==> config.mk <==
export PLATFORM = sky130hd
export DESIGN_NAME = msl_top
export DESIGN_NICKNAME = d
export VERILOG_FILES = /design/src/verilog/msl_pkg.sv /design/src/verilog/msl_two_chan.sv /design/src/verilog/msl_top.sv
export SDC_FILE = /design/constraint.sdc
export NUM_CORES = 1
export LEC_CHECK = 0
export ABC_AREA = 1
export CAP_MARGIN = 15
export CORE_MARGIN = 3
export CORE_UTILIZATION = 50
export CTS_CLUSTER_SIZE = 8
export DETAILED_ROUTE_END_ITERATION = 7
export DONT_BUFFER_PORTS = 1
export PLACE_DENSITY = 0.77
export SLEW_MARGIN = 30
export SYNTH_ARGS = -nofsm -noshare
export SYNTH_HDL_FRONTEND = slang
export SYNTH_SLANG_ARGS = --single-unit
==> constraint.sdc <==
create_clock -name hclk -period 3.5 [get_ports hclk]
set_input_delay 0.175 -clock hclk [delete_from_list [all_inputs] [get_ports hclk]]
set_output_delay 0.175 -clock hclk [all_outputs]
set_load 0.03 [all_outputs]
==> src/verilog/msl_pkg.sv <==
// Package for the muting safety logic: timing, register map, carriers.
// Assumes a 100 MHz hclk and an AHB-Lite register bus.
package msl_pkg;
   // Clock period in ns
   localparam int unsigned CLK_PERIOD_NS = 10;
   // Simultaneity window for two-channel inputs, in ms
   localparam int unsigned SIMUL_MS = 3000;
   localparam int unsigned SIMUL_CYC = SIMUL_MS * 1000000 / CLK_PERIOD_NS;
   // Maximum muting time, in ms
   localparam int unsigned MUTE_MAX_MS = 30000;
   localparam int unsigned MUTE_MAX_CYC = MUTE_MAX_MS * 100000;
   // Lamp switch-on bridging time, in ms
   localparam int unsigned LAMP_BRIDGE_MS = 100;
   localparam int unsigned LAMP_BRIDGE_CYC = LAMP_BRIDGE_MS * 1000000 / CLK_PERIOD_NS;
   // Register byte offsets
   localparam logic [7:0] OFS_CTRL = 8'h00;
   localparam logic [7:0] OFS_STATUS = 8'h04;
   localparam logic [7:0] OFS_IRQ_STAT = 8'h08;
   localparam logic [7:0] OFS_IRQ_MASK = 8'h0c;
   // Control bit positions and reset values
   localparam int unsigned CTRL_RUN_BIT = 0;
   localparam logic [31:0] CTRL_RESET = 32'h0000_0000;
   localparam logic [5:0] IRQ_MASK_RESET = 6'h00;
   // Interrupt event bit positions
   localparam int unsigned EV_MUTE_START = 0;
   localparam int unsigned EV_MUTE_TIMEOUT = 1;
   localparam int unsigned EV_LAMP_FAULT = 2;
   localparam int unsigned EV_SIMUL_ERR = 3;
   localparam int unsigned EV_MOTOR_OFF = 4;
   localparam int unsigned EV_GUARD_BREAK = 5;
   localparam int unsigned EV_N = 6;

   // Field inputs after synchronisation
   typedef struct packed {
      logic guard_a;
      logic guard_b;
      logic muting_sensor_a1;
      logic muting_sensor_a2;
      logic muting_sensor_b1;
      logic muting_sensor_b2;
      logic lamp_mon_a;
      logic lamp_mon_b;
      logic feedback_ok;
      logic continue_btn;
      logic motor_start;
   } msl_field_t;

   // Two-channel evaluator states
   typedef enum logic [1:0] {
      TC_OFF = 2'b00,
      TC_WAIT = 2'b01,
      TC_ON = 2'b11,
      TC_LOCK = 2'b10
   } msl_tc_state_t;
endpackage

==> src/verilog/msl_two_chan.sv <==
// Two-channel input evaluator with simultaneity window and auto reset.
// Inputs are already synchronised to hclk.
`timescale 1ns/1ps
module msl_two_chan
   import msl_pkg::*;
#(
   parameter int unsigned WINDOW_CYC = SIMUL_CYC
) (
   // Clock and reset
   input wire logic hclk,
   input wire logic hresetn,
   // Channels, active high
   input wire logic chan_a,
   input wire logic chan_b,
   // Result
   output logic active,
   output logic simul_err
);
   msl_tc_state_t state_ff;
   logic [31:0] cnt_ff;

   // Both on: active. One on: wait. Window over: lock until both off.
   always_ff @(posedge hclk or negedge hresetn) begin
      if (!hresetn) begin
         state_ff <= TC_OFF;
         cnt_ff <= 32'h0;
      end else begin
         case (state_ff)
            TC_OFF: begin
               cnt_ff <= 32'h0;
               if (chan_a && chan_b) state_ff <= TC_ON;
               else if (chan_a || chan_b) state_ff <= TC_WAIT;
            end
            TC_WAIT: begin
               cnt_ff <= cnt_ff + 32'h1;
               if (chan_a && chan_b) state_ff <= TC_ON;
               else if (!chan_a && !chan_b) state_ff <= TC_OFF;
               else if (cnt_ff >= WINDOW_CYC - 1) state_ff <= TC_LOCK;
            end
            TC_ON: begin
               if (!chan_a || !chan_b) state_ff <= TC_LOCK;
            end
            TC_LOCK: begin
               // Automatic reset once both channels return to idle
               if (!chan_a && !chan_b) state_ff <= TC_OFF;
            end
            default: state_ff <= TC_OFF;
         endcase
      end
   end

   // Half-open channel after ON needs a full off before re-arming
   assign active = (state_ff == TC_ON);
   assign simul_err = (state_ff == TC_WAIT) && (cnt_ff >= WINDOW_CYC - 1)
      && !(chan_a && chan_b) && (chan_a || chan_b);
endmodule

==> src/verilog/msl_top.sv <==
// Muting safety logic: light guard, four muting sensors, monitored lamp,
// latched redundant motor output, AHB-Lite registers and interrupt.
// Field pins are asynchronous; the bus runs on hclk.
//
// Local design decisions: the register offsets and the AHB-Lite interface to the registers.
`timescale 1ns/1ps
module msl_top
   import msl_pkg::*;
#(
   parameter int unsigned SIMUL_CYC_P = SIMUL_CYC,
   parameter int unsigned MUTE_MAX_CYC_P = MUTE_MAX_CYC,
   parameter int unsigned LAMP_BRIDGE_CYC_P = LAMP_BRIDGE_CYC
) (
   // Clock and reset
   input wire logic hclk,
   input wire logic hresetn,
   // AHB-Lite slave
   input wire logic hsel,
   input wire logic [31:0] haddr,
   input wire logic [1:0] htrans,
   input wire logic hwrite,
   input wire logic [2:0] hsize,
   input wire logic [31:0] hwdata,
   input wire logic hready,
   output logic [31:0] hrdata,
   output logic hreadyout,
   output logic hresp,
   // Field inputs, asynchronous
   input wire logic [10:0] field_pins,
   // Field outputs
   output logic motor_out_a,
   output logic motor_out_b,
   output logic muting_lamp,
   output logic irq
);
   ////////////////////////////////////////////////////////////////////////
   // Input synchronisers: three stages, change taken when 2nd and 3rd agree
   logic [10:0] sync1_ff;
   logic [10:0] sync2_ff;
   logic [10:0] sync3_ff;
   logic [10:0] filt_ff;
   msl_field_t fld;

   always_ff @(posedge hclk or negedge hresetn) begin
      if (!hresetn) begin
         sync1_ff <= 11'h0;
         sync2_ff <= 11'h0;
         sync3_ff <= 11'h0;
         filt_ff <= 11'h0;
      end else begin
         sync1_ff <= field_pins;
         sync2_ff <= sync1_ff;
         sync3_ff <= sync2_ff;
         for (int i = 0; i < 11; i++) begin
            if (sync2_ff[i] == sync3_ff[i]) filt_ff[i] <= sync3_ff[i];
         end
      end
   end
   assign fld = msl_field_t'(filt_ff);

   ////////////////////////////////////////////////////////////////////////
   // Two-channel evaluation of sensor pairs, guard and lamp monitor
   logic pair_a_on;
   logic pair_b_on;
   logic guard_clear;
   logic lamp_ok;
   logic err_a;
   logic err_b;
   logic err_g;
   logic err_l;

   msl_two_chan #(.WINDOW_CYC(SIMUL_CYC_P)) u_pair_a (
      .hclk(hclk), .hresetn(hresetn),
      .chan_a(fld.muting_sensor_a1), .chan_b(fld.muting_sensor_a2),
      .active(pair_a_on), .simul_err(err_a)
   );
   msl_two_chan #(.WINDOW_CYC(SIMUL_CYC_P)) u_pair_b (
      .hclk(hclk), .hresetn(hresetn),
      .chan_a(fld.muting_sensor_b1), .chan_b(fld.muting_sensor_b2),
      .active(pair_b_on), .simul_err(err_b)
   );
   // Light guard, two NC channels, high means clear
   msl_two_chan #(.WINDOW_CYC(SIMUL_CYC_P)) u_guard (
      .hclk(hclk), .hresetn(hresetn),
      .chan_a(fld.guard_a), .chan_b(fld.guard_b),
      .active(guard_clear), .simul_err(err_g)
   );
   msl_two_chan #(.WINDOW_CYC(SIMUL_CYC_P)) u_lamp (
      .hclk(hclk), .hresetn(hresetn),
      .chan_a(fld.lamp_mon_a), .chan_b(fld.lamp_mon_b),
      .active(lamp_ok), .simul_err(err_l)
   );

   ////////////////////////////////////////////////////////////////////////
   // Muting request and maximum muting timer
   logic mute_req;
   logic mute_ff;
   logic mute_expired_ff;
   logic [31:0] mute_cnt_ff;
   logic cont_prev_ff;
   logic cont_edge;

   // either pair active mutes, serves both arrangements
   assign mute_req = pair_a_on || pair_b_on;
   assign cont_edge = fld.continue_btn && !cont_prev_ff;

   always_ff @(posedge hclk or negedge hresetn) begin
      if (!hresetn) begin
         mute_ff <= 1'b0;
         mute_expired_ff <= 1'b0;
         mute_cnt_ff <= 32'h0;
         cont_prev_ff <= 1'b0;
      end else begin
         cont_prev_ff <= fld.continue_btn;
         if (!mute_req) begin
            mute_ff <= 1'b0;
            mute_expired_ff <= 1'b0;
            mute_cnt_ff <= 32'h0;
         end else if (cont_edge) begin
            mute_ff <= 1'b1;
            mute_expired_ff <= 1'b0;
            mute_cnt_ff <= 32'h0;
         end else if (!mute_expired_ff) begin
            if (mute_cnt_ff >= MUTE_MAX_CYC_P - 1) begin
               mute_ff <= 1'b0;
               mute_expired_ff <= 1'b1;
            end else begin
               mute_ff <= 1'b1;
               mute_cnt_ff <= mute_cnt_ff + 32'h1;
            end
         end
      end
   end

   ////////////////////////////////////////////////////////////////////////
   // Lamp drive and bridging delay
   logic [31:0] bridge_cnt_ff;
   logic bridge_done;
   logic lamp_fault;

   always_ff @(posedge hclk or negedge hresetn) begin
      if (!hresetn) bridge_cnt_ff <= 32'h0;
      else if (!mute_ff) bridge_cnt_ff <= 32'h0;
      else if (!bridge_done) bridge_cnt_ff <= bridge_cnt_ff + 32'h1;
   end
   assign bridge_done = (bridge_cnt_ff >= LAMP_BRIDGE_CYC_P);
   // lamp monitor low is a fault
   assign lamp_fault = mute_ff && bridge_done && !lamp_ok;

   // lamp on auxiliary output, follows muting
   always_ff @(posedge hclk or negedge hresetn) begin
      if (!hresetn) muting_lamp <= 1'b0;
      else muting_lamp <= mute_ff;
   end

   ////////////////////////////////////////////////////////////////////////
   // Motor latch and redundant output
   logic run_en_ff;
   logic enable_ok;
   logic motor_ff;
   logic stop_req;

   // Run permission: guard clear or valid muting, no lamp fault, CTRL run bit set
   assign enable_ok = (guard_clear || mute_ff) && !lamp_fault && run_en_ff;
   // Any lost permission stops the motor
   assign stop_req = !enable_ok;

   // RS latch, reset dominant, start needs closed feedback
   always_ff @(posedge hclk or negedge hresetn) begin
      if (!hresetn) motor_ff <= 1'b0;
      else if (stop_req) motor_ff <= 1'b0;
      else if (fld.motor_start && fld.feedback_ok) motor_ff <= 1'b1;
   end

   assign motor_out_a = motor_ff;
   assign motor_out_b = motor_ff;

   ////////////////////////////////////////////////////////////////////////
   // Interrupt events
   logic [EV_N-1:0] ev;
   logic [EV_N-1:0] irq_stat_ff;
   logic [EV_N-1:0] irq_mask_ff;
   logic mute_prev_ff;
   logic motor_prev_ff;
   logic guard_prev_ff;
   logic [EV_N-1:0] w1c;

   always_ff @(posedge hclk or negedge hresetn) begin
      if (!hresetn) begin
         mute_prev_ff <= 1'b0;
         motor_prev_ff <= 1'b0;
         guard_prev_ff <= 1'b0;
      end else begin
         mute_prev_ff <= mute_ff;
         motor_prev_ff <= motor_ff;
         guard_prev_ff <= guard_clear;
      end
   end

   always_comb begin
      ev = '0;
      ev[EV_MUTE_START] = mute_ff && !mute_prev_ff;
      ev[EV_MUTE_TIMEOUT] = mute_prev_ff && !mute_ff && mute_expired_ff;
      ev[EV_LAMP_FAULT] = lamp_fault;
      ev[EV_SIMUL_ERR] = err_a || err_b || err_g || err_l;
      ev[EV_MOTOR_OFF] = motor_prev_ff && !motor_ff;
      ev[EV_GUARD_BREAK] = guard_prev_ff && !guard_clear;
   end

   // Sticky status, set wins over write-one-clear
   always_ff @(posedge hclk or negedge hresetn) begin
      if (!hresetn) irq_stat_ff <= '0;
      else irq_stat_ff <= (irq_stat_ff & ~w1c) | ev;
   end
   assign irq = |(irq_stat_ff & irq_mask_ff);

   ////////////////////////////////////////////////////////////////////////
   // AHB-Lite slave, zero wait states
   logic ap_valid_ff;
   logic ap_write_ff;
   logic [7:0] ap_addr_ff;
   logic ap_take;

   assign ap_take = hsel && htrans[1] && hready;
   assign hreadyout = 1'b1;
   assign hresp = 1'b0;

   always_ff @(posedge hclk or negedge hresetn) begin
      if (!hresetn) begin
         ap_valid_ff <= 1'b0;
         ap_write_ff <= 1'b0;
         ap_addr_ff <= 8'h00;
      end else if (hready) begin
         ap_valid_ff <= ap_take;
         ap_write_ff <= hwrite;
         ap_addr_ff <= haddr[7:0];
      end
   end

   // Software writes
   assign w1c = (ap_valid_ff && ap_write_ff && ap_addr_ff == OFS_IRQ_STAT)
      ? hwdata[EV_N-1:0] : '0;

   always_ff @(posedge hclk or negedge hresetn) begin
      if (!hresetn) begin
         run_en_ff <= CTRL_RESET[CTRL_RUN_BIT];
         irq_mask_ff <= IRQ_MASK_RESET;
      end else if (ap_valid_ff && ap_write_ff) begin
         if (ap_addr_ff == OFS_CTRL) run_en_ff <= hwdata[CTRL_RUN_BIT];
         if (ap_addr_ff == OFS_IRQ_MASK) irq_mask_ff <= hwdata[EV_N-1:0];
      end
   end

   // Read data registered in address phase; unmapped reads as zero
   always_ff @(posedge hclk or negedge hresetn) begin
      if (!hresetn) hrdata <= 32'h0;
      else if (ap_take && !hwrite) begin
         case (haddr[7:0])
            OFS_CTRL: hrdata <= {31'h0, run_en_ff};
            OFS_STATUS: hrdata <= {24'h0, lamp_ok, guard_clear, pair_b_on,
               pair_a_on, mute_expired_ff, mute_ff, muting_lamp, motor_ff};
            OFS_IRQ_STAT: hrdata <= {26'h0, irq_stat_ff};
            OFS_IRQ_MASK: hrdata <= {26'h0, irq_mask_ff};
            default: hrdata <= 32'h0;
         endcase
      end
   end

   ////////////////////////////////////////////////////////////////////////
   // Assertions
   // channels never differ
   property p_chan_equal;
      @(posedge hclk) disable iff (!hresetn) motor_out_a == motor_out_b;
   endproperty
   a_chan_equal: assert property (p_chan_equal) else $error("motor channels differ");
   property p_start_fb;
      @(posedge hclk) disable iff (!hresetn)
         $rose(motor_ff) |-> $past(fld.feedback_ok);
   endproperty
   a_start_fb: assert property (p_start_fb) else $error("motor started open loop");
   // lamp fault drops motor next cycle
   property p_lamp_stop;
      @(posedge hclk) disable iff (!hresetn) lamp_fault |=> !motor_ff;
   endproperty
   a_lamp_stop: assert property (p_lamp_stop) else $error("lamp fault kept motor");
   // switch-on bridged for at least eight cycles
   property p_bridge;
      @(posedge hclk) disable iff (!hresetn) $rose(mute_ff) |-> !lamp_fault [*8];
   endproperty
   a_bridge: assert property (p_bridge) else $error("lamp fault in bridge");
   // lamp follows muting by one cycle
   property p_lamp_out;
      @(posedge hclk) disable iff (!hresetn) ##1 muting_lamp == $past(mute_ff);
   endproperty
   a_lamp_out: assert property (p_lamp_out) else $error("lamp not tracking muting");
   property p_expire;
      @(posedge hclk) disable iff (!hresetn) mute_expired_ff |-> !mute_ff;
   endproperty
   a_expire: assert property (p_expire) else $error("muting beyond timer");
   property p_cont;
      @(posedge hclk) disable iff (!hresetn)
         (mute_req && cont_edge) |=> (mute_ff && mute_cnt_ff == 32'h0);
   endproperty
   a_cont: assert property (p_cont) else $error("continue did not restart");
   property p_mute_src;
      @(posedge hclk) disable iff (!hresetn) mute_ff |-> $past(mute_req);
   endproperty
   a_mute_src: assert property (p_mute_src) else $error("muting without sensors");
endmodule

== Word-level counts from Yosys, hierarchy flattened ==
Cells that the tools add are included.
W data, S select, Z words.
Storage, ports and cells
  register bits: 306
  input bits: 85
  word-level logic and storage cells: 243
Cells by class
  add/subtract/negate cells: 6
  $lt $le $gt $ge: 6
  equal/unequal tests: 48
  multiplexer cells: 54
  bitwise operators: 4
  reductions and logical operators: 87
Operators by type and width (number)
  $pmux W32 S2: 4
  $add A32 B1 Y32 const B: 6
  $mux W32: 6
  $ge A32 B29 Y1 const B: 4
  $mux W2: 28
  $logic_and A1 B1 Y1: 36
  $eq A8 B4 Y1 const B: 4
  $ge A32 B24 Y1 const B: 1
  $ge A32 B32 Y1 const B: 1
  $pmux W2 S4: 4
  $pmux W8 S4: 1
  $logic_not A1 Y1: 20
  $ne A2 B1 Y1 const B: 9
  $eq A2 B2 Y1 const B: 8
  $logic_not A8 Y1: 2
  $ne A4 B2 Y1 const B: 4
  $reduce_and A4 Y1: 4
  $logic_or A1 B1 Y1: 13
  $and A6 B6 Y6: 2
  $ne A3 B1 Y1 const B: 4
  $eq A1 B1 Y1: 11
  $mux W1: 10
  $eq A2 B1 Y1 const B: 4
  $eq A8 B3 Y1 const B: 1
  10 further kinds: 18

== Longest topological paths before layout ==
Gate-level depths: netlist of run 1.
  depth after elaboration: 8
  depth in mapped cells: 14
  depth with buffers taken out: 13

== By module ==
A second synthesis of run 1 with hierarchy kept.
Unflattened totals
  cells, all modules: 2442
  area, all modules: 17176.5 µm²
Modules (own cells, without submodules)
  msl_top: times used 1, cells an instance 1031, area each 7621.1 µm², seq. area each 3653.5 µm²
  msl_two_chan at u_guard ...: times used 3, cells an instance 352, area each 2377.3 µm², seq. area each 850.8 µm²
  msl_two_chan at u_pair_b: times used 1, cells an instance 355, area each 2423.6 µm², seq. area each 850.8 µm²

== Least setup slack after synthesis of run 1 ==
OpenSTA, ideal clock, no wires.
  path kind: register to register
  from: register mute_cnt_ff[0]
  to: register mute_cnt_ff[12]
  library setup time: 120 ps
  arrival time: 1614 ps
  required time: 3380 ps
  path slack: 1766 ps
  stages on the path, launching flop included: 14
  buffers on the path: 1
  cells stage by stage: dfrtp_1 -> ha_1 -> nand2_1 -> inv_2 -> nand3_4 -> nor2_4 -> nand3_2 -> nand2_1 -> nand2_2 -> nand2_4 -> nand2_4 -> buf_6 -> nand2_1 -> o21ai_2
On the way
  cells in the longest elaborated chain, start to end: 5
RTL lines
  start, declared: line msl_top.sv:99  | logic [31:0] mute_cnt_ff;
  start signal, assigned: line msl_top.sv:129  | mute_cnt_ff <= mute_cnt_ff + 32'h1;
  $add A32 B1 Y32: line msl_top.sv:129
  $mux W32: line msl_top.sv:124  | if (mute_cnt_ff >= MUTE_MAX_CYC_P - 1) begin
  $mux W32: line msl_top.sv:123  | end else if (!mute_expired_ff) begin
  $mux W32: line msl_top.sv:119  | end else if (cont_edge) begin
  $mux W32: line msl_top.sv:115  | if (!mute_req) begin
Parallel ways exist; a longest one is shown, timed or not. The select of a mux whose other input is x is not followed.
A chain may end at the register's enable or synchronous reset.

== Final worst setup path of run 1 ==
  from: register u_guard.state_ff[1]
  to: register u_guard.state_ff[1]
On the way
  cells in the longest elaborated chain, start to end: 3
RTL lines
  start, declared: line msl_two_chan.sv:19  | msl_tc_state_t state_ff;
  start signal, assigned: line msl_two_chan.sv:25  | state_ff <= TC_OFF;
  start signal, assigned: line msl_two_chan.sv:31  | if (chan_a && chan_b) state_ff <= TC_ON;
  start signal, assigned: line msl_two_chan.sv:32  | else if (chan_a || chan_b) state_ff <= TC_WAIT;
  $eq A2 B1 Y1 (tied with other cells): line msl_two_chan.sv:28  | case (state_ff)
  $ne A4 B2 Y1 (no source line) (tied with other cells)
  $reduce_and A4 Y1 (no source line)
Parallel ways exist; a longest one is shown, timed or not.

==> impl_results.md, run 1 <==
* CTS tree: yes
* Final Cycle Share at 0.718
* CTS Sinks at 282
* Drt pass-1 iters at 6
* CP most frequent cell: nand2_1
* Status: complete, but fails checks
* Crit path time final at 2510 ps
* Root buf cell: clkbuf_16
* Clk slew on worst S/H paths at 50 ps
* Max Freq at 0.398 GHz
* Worst hold slack at -642 ps
* Max-cap violations at 0
* RD Place Congestion at 0.942
* I/O Pins at 123
* Ys async rst share at 1.00
* Worst slew pin tran at 775 ps
* Final wirelength at 37300 um
* Clock latency on the worst-skew pair at 530 ps
* Pwr Total at 8.52 mW
* Register area share after synthesis at 0.445
* Number of flops mapped to enable cells by yosys at 0
* CP peak stage delay at 630 ps
* Switching power share of the total at 0.302
* First-pass GRT wire length at 64300 um
* Post-CTS sizing at 0
* Total die area at 0.0339 mm2
* Setup TNS Final at 0 ps
* Pins Over Slew Limit at 0
* Post-Synthesis Cells at 2161
* P per Cell Area at 488 mW/mm2
* Worst-path fanout max at 19
* Post-synthesis cell type count at 55
* # hold bufs at CTS at 29
* Die Y at 184 um
* Top Family by Delay on Critical Path: simple AND/OR/NAND/NOR gates
* Final Util at 0.565
* Seq pwr share at 0.436
* Detailed placement HPWL at 26200 um
* Vias/cell at 5.48
* Initial antenna violation count at 5
* Chip width at 184 um
* Routed Antenna Nets at 0
* Final #Nets at 2287
* Post-Syn Area per Cell at 7.34 um2
* DRC Markers at 0
* Starting DRC count in detailed routing at 1285
* WP buf/inv at 2
* Slew margin rel. at 0.484
* Layout area overhead at 10.0%
* Vias in the first global route at 13600
* CTS Buffer Depth at 3
* Area of the mapped netlist at 0.0159 mm2
* CP startpoint kind: register
* Post-CTS Setup Repair Bufs at 0
* Gr ovfl total at 0
* TritonCTS Buffers at 41
* Largest net degree at the start of global routing at 283
* Clock skew at 16.4 ps
* Violated checks: negative hold slack
* Internal Dissipation at 5.94 mW
* Area of the core at 0.0309 mm2
* Final Hold Viols at 282
* CP cell instances: nor2_2 > clkinv_1 > o22ai_1 > inv_1 > nand3_1 > nand2_1 > nand2_1
* Row Count at 64
* Clock power frac at 0.411
* Setup crit end kind: register
* WL/cell at 14.4 um
* Synth Flop Type: dfrtp_1
* FILL cells at 2821
* CP required at 3950 ps
* Finish-stage setup viols at 0
* CTS HTree Levels at 2
* Max VDD drop at 0.000346 V
* CP Data Arrival Time at 2960 ps
* Synth warn at 0
* Hold Path Class: input pin to async pin
* Logic gate share of total power at 0.154
* Initial core utilization at 0.513
* GRT Total Usage at 0.225
* RSZ-0062 raised after global routing: no
* P_sw at 2.58 mW
* Crit path kind: register to register
* Synthesis-stage register bit count at 282
* DR vias at 14200
* Critical-path top delay cell: clkinv_1
* Leakage at 7.77 nW
* Share of cells above drive strength 1 at 0.0464
* Port Buffers at 0
[registers in the layout (all words and copies together) (netlist names), 32 cells and up]
| register | count |
|---|---|
| bridge_cnt_ff | 32 |
| mute_cnt_ff | 32 |
| u_guard.cnt_ff | 32 |
| u_lamp.cnt_ff | 32 |
| u_pair_a.cnt_ff | 32 |
| u_pair_b.cnt_ff | 32 |
[placed cells by master, fill, tap and decap left out, types with 11 or more instances in the layout]
master,synthesis,final
nand2_1,548,548
dfrtp_1,282,282
nor2_1,271,271
inv_1,266,266
nand3_1,166,166
o21ai_0,108,108
nor3_1,95,95
a21oi_1,95,95
nand4_1,58,58
clkbuf_16,0,43
xor2_1,37,37
dlygate4sd3_1,0,29
conb_1,2,26
o22ai_1,16,16
o21ai_2,16,16
o21ai_1,12,12
nor4_1,11,11
maj3_1,11,11
[worst paths after layout]
check                                         start                   to  slack [ps]  depth (start not counted)
worst max-delay path            u_guard.state_ff[1]  u_guard.state_ff[1]         990                          7
worst min-delay path                        hresetn     u_lamp.cnt_ff[9]        -640                          0
worst max register to register  u_guard.state_ff[1]  u_guard.state_ff[1]         990                          7
worst min register to register          sync1_ff[1]          sync2_ff[1]         340                          0
max in group asynchronous                   hresetn       irq_stat_ff[3]        3710                          0
min in group hclk                              hsel            hrdata[6]          60                          4
[power groups by stage]
stage / clock network, mW / logic [mW] / registers [mW]
finish: 3.50 / 1.31 / 3.71
global route: 3.74 / 1.49 / 3.74
CTS: 3.59 / 1.31 / 3.71
detailed placement: 0 / 1.26 / 3.76
global placement: 0 / 1.23 / 3.74
floorplan: 0 / 1.07 / 3.63
[metrics by stage]
step	std cells	worst slack [ps]	cell area [um2]
after detailed placement	2519	1070	16100
after floorplan	2185	1770	16000
final	2597	986	17500
after global routing	2597	847	17500
after CTS	2596	1050	17500
after global placement	2519	1110	16100
[cell families (layout without fill, tap and decap cells)]
group | after synthesis | count (layout) | share of synthesized area
flops | 282 | 282 | 0.445
buf+inv | 338 | 353 | 0.0907
other cells | 2 | 27 | 0.000473
xor+xnor | 44 | 44 | 0.0243
fa+ha+maj | 18 | 18 | 0.0125
simple gates | 1199 | 1199 | 0.329
compound gates | 278 | 278 | 0.0983
[metal layers]
layer	vias to the layer above	part of all wire	global-route usage
met3	70	0.055	0.0395
met4	8	0.022	0.0680
met2	393	0.47	0.364
met1	6726	0.45	0.312
met5	-	0.0012	0
li1	7039	-	-
[worst register-to-register path: stages, from the launching register on]
cell	delay, ps
dfrtp_1	590
nor2_2	550
clkinv_1	640
o22ai_1	310
inv_1	110
nand3_1	120
nand2_1	60
nand2_1	70
[cells in the mapped netlist, drive strengths merged, types with 2 or more instances]
cell	instances	area, um2
clkinv	3	16.3
a22o	4	35.0
nand3	170	878
ha	7	87.6
and3	3	18.8
conb	2	7.51
o21a	7	52.6
clkbuf	18	67.6
xnor2	7	61.3
xor2	37	324
maj3	11	110
a22oi	3	22.5
o21ai	136	741
a211oi	4	30.0
o22ai	16	100
nor2	283	1110
or2	2	12.5
and2	4	25.0
nand4	58	363
nor3b	7	57.6
nand3b	6	45.0
nor4	11	68.8
a31oi	4	25.0
a21oi	95	475
dfrtp	282	7060
nand2	553	2100
inv	270	1010
nor3	102	546
buf	47	342
[cell type report]
cell class                 count  area (um2)  area share
tap                          396         495      0.0284
multi-input combinational   1565        7470       0.427
inverter                     273        1030      0.0590
timing repair buffer          32         313      0.0179
clock inverter                 2        13.8    0.000788
clock buffer                  46        1090      0.0623
sequential                   282        7060       0.404
antenna                        1        2.50    0.000143
Note: power is estimated with default switching activity, not from simulation.
==> run 2, diff against run 1 <==
==> constraint.sdc (replaced) <==
create_clock -name hclk -period 2.6 [get_ports hclk]
set_input_delay 0.13 -clock hclk [delete_from_list [all_inputs] [get_ports hclk]]
set_output_delay 0.13 -clock hclk [all_outputs]
set_load 0.03 [all_outputs]
==> run 2 against run 1 <==
Net effect: the flow still finishes with violations (negative hold slack); core utilization rose by 0.27 points; power grew 36%; clock skew increased by 2.9 ps; via count about the same; wire length is 3.1% higher; critical path depth grew 1; worst hold slack got worse by 37 ps; register-to-register slack got worse by 670 ps; maximum frequency rose by 10%; setup slack got worse by 670 ps; clock-buffer cell count did not move; sequential power grew 34%; critical endpoint is now mute_cnt_ff[7]; largest cell class unchanged.
==> impl_results.md, run 2 (synthesis gave the netlist of run 1 again) <==
* Setup TNS Final at 0 ps (unchanged)
* CTS HTree Levels at 2 (unchanged)
* Die Y at 184 um (unchanged)
* Commonest non-fill, non-tap cells in the layout: 548 x nand2_1, 282 x dfrtp_1, 271 x nor2_1
* Clock latency on the worst-skew pair at 520 ps (about the same)
* CP peak stage delay at 500 ps (-130 ps)
* CTS tree: yes
* Largest net degree at the start of global routing at 283 (unchanged)
* Post-CTS Setup Repair Bufs at 0 (unchanged)
* Crit path time final at 2290 ps (-229 ps)
* Routed Antenna Nets at 0 (unchanged)
* Root buf cell: clkbuf_16
* Final Cycle Share at 0.879 (+0.161)
* Register area at 0.00706 mm2 (unchanged)
* FILL cells at 2747 (-2.6%)
* Post-CTS sizing at 0 (unchanged)
* Total die area at 0.0339 mm2 (unchanged)
* Max VDD drop at 0.000554 V (+60%)
* I/O Pins at 123 (unchanged)
* Slew margin rel. at 0.493 (+0.00940)
* Top Family by Delay on Critical Path: simple AND/OR/NAND/NOR gates
* WL/cell at 14.8 um (+2.7%)
* Worst slew pin tran at 760 ps (-14.9 ps)
* GRT Total Usage at 0.230 (+0.00470)
* Layout area overhead at 10.6%
* Row Count at 64 (unchanged)
* Vias in the first global route at 13900 (+2.6%)
* WP buf/inv at 2 (unchanged)
* Initial antenna violation count at 4 (-1)
* Finish-stage setup viols at 0 (unchanged)
* Violated checks: negative hold slack
* DRC Markers at 0 (unchanged)
* Max-cap violations at 0 (unchanged)
* Pins Over Slew Limit at 0 (unchanged)
* Crit path kind: register to register
* CP required at 3000 ps (-950 ps)
* CP cell instances: nand2_1 > nand2_1 > nand2_1 > inv_1 > nand2_4 > clkinv_4 > nand2_1 > nand2_1
* TritonCTS Buffers at 41 (unchanged)
* Worst-path fanout max at 45 (+26)
* Critical-path top delay cell: dfrtp_1
* Area of the core at 0.0309 mm2 (unchanged)
* Multi-input gate area at 0.00747 mm2 (unchanged)
* Share of cells above drive strength 1 at 0.0507 (+0.00432)
* CP Data Arrival Time at 2690 ps (-270 ps)
* Pwr Total at 11.6 mW (+36%)
* First-pass GRT wire length at 65500 um (+1.9%)
* P per Cell Area at 662 mW/mm2 (+36%)
* Detailed placement HPWL at 27200 um (+3.8%)
* FF-to-FF setup slack at 310 ps (-670 ps)
* Most common cell after layout, fill and taps aside: nand2_1
* RSZ-0062 raised after global routing: no
* CTS Sinks at 282 (unchanged)
* Ant diodes at 0 (-1)
* Max Freq at 0.438 GHz (+10%)
* Port Buffers at 0 (unchanged)
* Clk slew on worst S/H paths at 50 ps (about the same)
* Leakage at 7.82 nW (+0.68%)
* Worst hold slack at -680 ps (-37.3 ps)
* Final wirelength at 38400 um (+3.1%)
* Starting DRC count in detailed routing at 1184 (-7.9%)
* # hold bufs at CTS at 30 (+3.4%)
* CP startpoint kind: register
* CP most frequent cell: nand2_1
* Gr ovfl total at 0 (unchanged)
* RD Place Congestion at 0.948 (+0.73%)
* Status: complete, but fails checks
* CTS Buffer Depth at 3 (unchanged)
* Drt pass-1 iters at 6 (unchanged)
* Chip width at 184 um (unchanged)
* Vias/cell at 5.47 (-0.30%)
* Setup crit end kind: register
* DR vias at 14200 (+0.049%)
* Final #Nets at 2298 (+0.48%)
* Final Hold Viols at 282 (unchanged)
* Clock skew at 19.3 ps (+2.93 ps)
* Hold Path Class: input pin to async pin
* Initial core utilization at 0.513 (unchanged)
-- run 2: changes by cell type in the layout (fill, tap and decap cells not counted), sizes merged --
cell / change
diode: -1
inv: -1
dlygate4sd3: +1
buf: +10
-- run 2: layout make-up --
cell class                 count  share of cell area
tap                          396              0.0282
multi-input combinational   1565               0.425
inverter                     273              0.0587
clock buffer                  46              0.0619
clock inverter                 1            0.000927
sequential                   282               0.402
timing repair buffer          43              0.0227
-- run 2: metrics by stage --
| stage | worst slack (ps) | std cells | util | hold WS (ps) | instance area, um2 |
|---|---|---|---|---|---|
| after global routing | 103 | 2606 | 0.568 | -706 | 17500 |
| after detailed placement | 333 | 2529 | 0.522 | -149 | 16100 |
| final | 314 | 2606 | 0.568 | -680 | 17500 |
| after floorplan | 866 | 2185 | - | -166 | 16000 |
| after global placement | 404 | 2529 | 0.522 | -148 | 16100 |
| after CTS | 295 | 2606 | 0.568 | -701 | 17500 |
-- run 2: final timing paths --
kind                                      startpoint                end  cells after the start
worst max-delay path            u_pair_a.state_ff[1]     mute_cnt_ff[7]                      8
worst min register to register           sync1_ff[3]        sync2_ff[3]                      0
worst max register to register  u_pair_a.state_ff[1]     mute_cnt_ff[7]                      8
min in group hclk                           haddr[2]          hrdata[5]                      4
max in group asynchronous                    hresetn        sync1_ff[2]                      0
worst min-delay path                         hresetn  u_lamp.cnt_ff[10]                      0
-- run 2: metal layers --
| layer | track usage | vias to the layer above | share of wire |
|---|---|---|---|
| met1 | 0.308 | 6652 | 0.44 |
| met3 | 0.0401 | 95 | 0.059 |
| li1 | - | 7060 | - |
| met2 | 0.379 | 428 | 0.47 |
| met4 | 0.0783 | 8 | 0.028 |
| met5 | 0 | - | 0.0012 |
-- run 2: power breakdown --
part	leakage [nW]	internal [mW]	switching, mW
logic	3.55	0.553	1.38
registers	3.73	4.64	0.317
clock network	0.541	2.89	1.83
==> run 3, diff against run 2 <==
--- a/config.mk
+++ b/config.mk
@@ -8,11 +8,12 @@
 export ABC_AREA = 1
 export CAP_MARGIN = 15
 export CORE_MARGIN = 3
-export CORE_UTILIZATION = 50
-export CTS_CLUSTER_SIZE = 8
+export CORE_UTILIZATION = 55
+export CTS_CLUSTER_SIZE = 28
 export DETAILED_ROUTE_END_ITERATION = 7
 export DONT_BUFFER_PORTS = 1
-export PLACE_DENSITY = 0.77
+export HOLD_SLACK_MARGIN = 0.08
+export PLACE_DENSITY = 0.82
 export SLEW_MARGIN = 30
 export SYNTH_ARGS = -nofsm -noshare
 export SYNTH_HDL_FRONTEND = slang
==> run 3 against run 2 <==
Net effect: the flow still finishes with violations (negative hold slack); combinational power is 3% higher; sequential share of layout area is 0.075 points higher; cell count is 0.27% lower; final area is 0.19% lower; sequential power is 0.8% lower; critical path depth is 5 higher; maximum frequency is 1.5% lower; flip-flop and latch count stayed put; power is 0.44% lower; global-route usage is 1.7 points higher; clock-buffer cell count is 10 lower; first-iteration DRC count is 23% higher.
==> impl_results.md, run 3 (synthesis gave the netlist of run 1 again) <==
* Clock skew at 20.2 ps (+0.948 ps)
* Final Cycle Share at 0.893 (+0.0136)
* Reg2reg end: mute_cnt_ff[14]
* Post-CTS Setup Repair Bufs at 0 (unchanged)
* Worst slew pin tran at 973 ps (+213 ps)
* FILL cells at 2496 (-9.1%)
* RSZ-0062 raised after global routing: no
* Clock latency on the worst-skew pair at 560 ps (+40 ps)
* Drt pass-1 iters at 7 (+1)
* CTS HTree Levels at 1 (-1)
* Register area at 0.00706 mm2 (unchanged)
* Reg2reg path depth at 13 (+5)
* CP peak stage delay at 450 ps (-50 ps)
* Critical-path top delay cell: nand2_4
* Final wirelength at 38200 um (-0.62%)
* Most common cell after layout, fill and taps aside: nand2_1
* CP Data Arrival Time at 2760 ps (+70 ps)
* Area of the core at 0.0281 mm2 (-9.1%)
* Commonest non-fill, non-tap cells in the layout: 548 x nand2_1, 282 x dfrtp_1, 271 x nor2_1
* CP required at 3040 ps (+40 ps)
* WP buf/inv at 2 (unchanged)
* Vias in the first global route at 13900 (-0.23%)
* Crit path time final at 2320 ps (+35.4 ps)
* First-pass GRT wire length at 64500 um (-1.5%)
* P per Cell Area at 660 mW/mm2 (-0.26%)
* Final Cell Area at 0.0175 mm2 (-0.19%)
* Worst hold slack at -709 ps (-29.6 ps)
* CTS tree: yes
* CTS Buffer Depth at 3 (unchanged)
* Status: complete, but fails checks
* Final #Nets at 2287 (-0.48%)
* Vias/cell at 5.56 (+1.7%)
* Max Freq at 0.431 GHz (-1.5%)
* Multi-input gate area at 0.00747 mm2 (unchanged)
* WL/cell at 14.7 um (-0.36%)
* Initial core utilization at 0.565 (+0.0516)
* CP startpoint kind: register
* TritonCTS Buffers at 31 (-24%)
* FF-to-FF Start: mute_cnt_ff[0]
* Post-CTS sizing at 0 (unchanged)
* Max VDD drop at 0.000526 V (-5.2%)
* Leakage at 7.81 nW (-0.14%)
* DRC Markers at 0 (unchanged)
* Total die area at 0.0309 mm2 (-8.8%)
* Worst-path fanout max at 45 (unchanged)
* Start point of the critical path: mute_cnt_ff[0]
* Port Buffers at 0 (unchanged)
* Pins Over Slew Limit at 0 (unchanged)
* Routed Antenna Nets at 0 (unchanged)
* I/O Pins at 123 (unchanged)
* # hold bufs at CTS at 29 (-3.3%)
* CP cell instances: ha_1 > nand2_1 > inv_2 > nand3_4 > nor2_4 > nand3_2 > nand2_1 > nand2_2 > nand2_4 > nand2_4 > clkinv_4 > nand2_1 > nand2_1
* CP most frequent cell: nand2_1
* FF-to-FF setup slack at 280 ps (-40 ps)
* Setup TNS Final at 0 ps (unchanged)
* Gr ovfl total at 0 (unchanged)
* Finish-stage setup viols at 0 (unchanged)
* Setup crit end kind: register
* Chip width at 176 um (-4.5%)
* Slew margin rel. at 0.351 (-0.142)
* Initial antenna violation count at 3 (-1)
* Violated checks: negative hold slack
* Layout area overhead at 10.4%
* Largest net degree at the start of global routing at 283 (unchanged)
* Clk slew on worst S/H paths at 60 ps (about the same)
* Row Count at 61 (-4.7%)
* DR vias at 14400 (+1.4%)
* Hold Path Class: input pin to async pin
* Max-cap violations at 0 (unchanged)
* Root buf cell: clkbuf_16
* Top Family by Delay on Critical Path: simple AND/OR/NAND/NOR gates
* Crit path kind: register to register
* Final Hold Viols at 282 (unchanged)
* CTS Sinks at 282 (unchanged)
* Detailed placement HPWL at 27100 um (-0.42%)
* RD Place Congestion at 0.979 (+3.2%)
* Starting DRC count in detailed routing at 1459 (+23%)
* Final Util at 0.624 (+0.0559)
* Post-DP Area at 0.0161 mm2 (-0.14%)
* GRT Total Usage at 0.247 (+0.0172)
* Die Y at 176 um (-4.5%)
* Share of cells above drive strength 1 at 0.0550 (+0.00428)
run 3: cell types whose count changed in the layout (fill, tap and decap cells not counted), sizes merged:
cell | before | now
diode | 0 | 1
inv | 270 | 273
dlygate4sd3 | 30 | 29
clkbuf | 46 | 36
bufinv | 0 | 6
clkinvlp | 0 | 4
clkinv | 4 | 12
run 3: final cells by class:
| class | instances | share of cell area |
|---|---|---|
| Inverter | 273 | 0.0588 |
| Clock buffer | 36 | 0.0465 |
| Timing Repair Buffer | 42 | 0.0221 |
| Clock inverter | 22 | 0.0163 |
| Tap cell | 378 | 0.0270 |
| Antenna cell | 1 | 0.000143 |
| Sequential cell | 282 | 0.403 |
| Multi-Input combinational cell | 1565 | 0.426 |
run 3: worst max-delay path by stage:
stage / end / slack, ps / cells after the start
after CTS: mute_cnt_ff[14] / 300 / 8
after detailed placement: mute_cnt_ff[5] / 330 / 8
after floorplan: mute_cnt_ff[12] / 870 / 13
final: mute_cnt_ff[14] / 280 / 13
after global placement: mute_cnt_ff[10] / 400 / 13
after global routing: mute_cnt_ff[15] / 40 / 8
run 3: per-stage QoR:
stage | hold slack (ps) | setup slack, ps | total power [mW] | instances
4_1_cts | -740 | 299 | 11.6 | 2598
2_1_floorplan | -166 | 866 | 6.33 | 2185
6_report | -709 | 279 | 11.6 | 2599
5_1_grt | -735 | 37.6 | 12.1 | 2599
3_5_place_dp | -152 | 327 | 6.90 | 2511
3_3_place_gp | -148 | 396 | 6.80 | 2511
run 3: routing by layer:
metal | vias to the layer above | global-route usage | wire length (um) | share of wire
met5 | - | 0 | 27 | 0.00071
met4 | 4 | 0.0765 | 1210 | 0.032
met3 | 100 | 0.0441 | 2540 | 0.066
met2 | 518 | 0.405 | 17900 | 0.47
met1 | 6765 | 0.336 | 16600 | 0.43
li1 | 7059 | - | - | -
run 3: report_power, final:
part	switching (mW)	internal (mW)	total, mW
Sequential	0.286	4.63	4.92
Combinational	1.43	0.549	1.98
Clock	1.81	2.85	4.66
Total	3.53	8.03	11.6
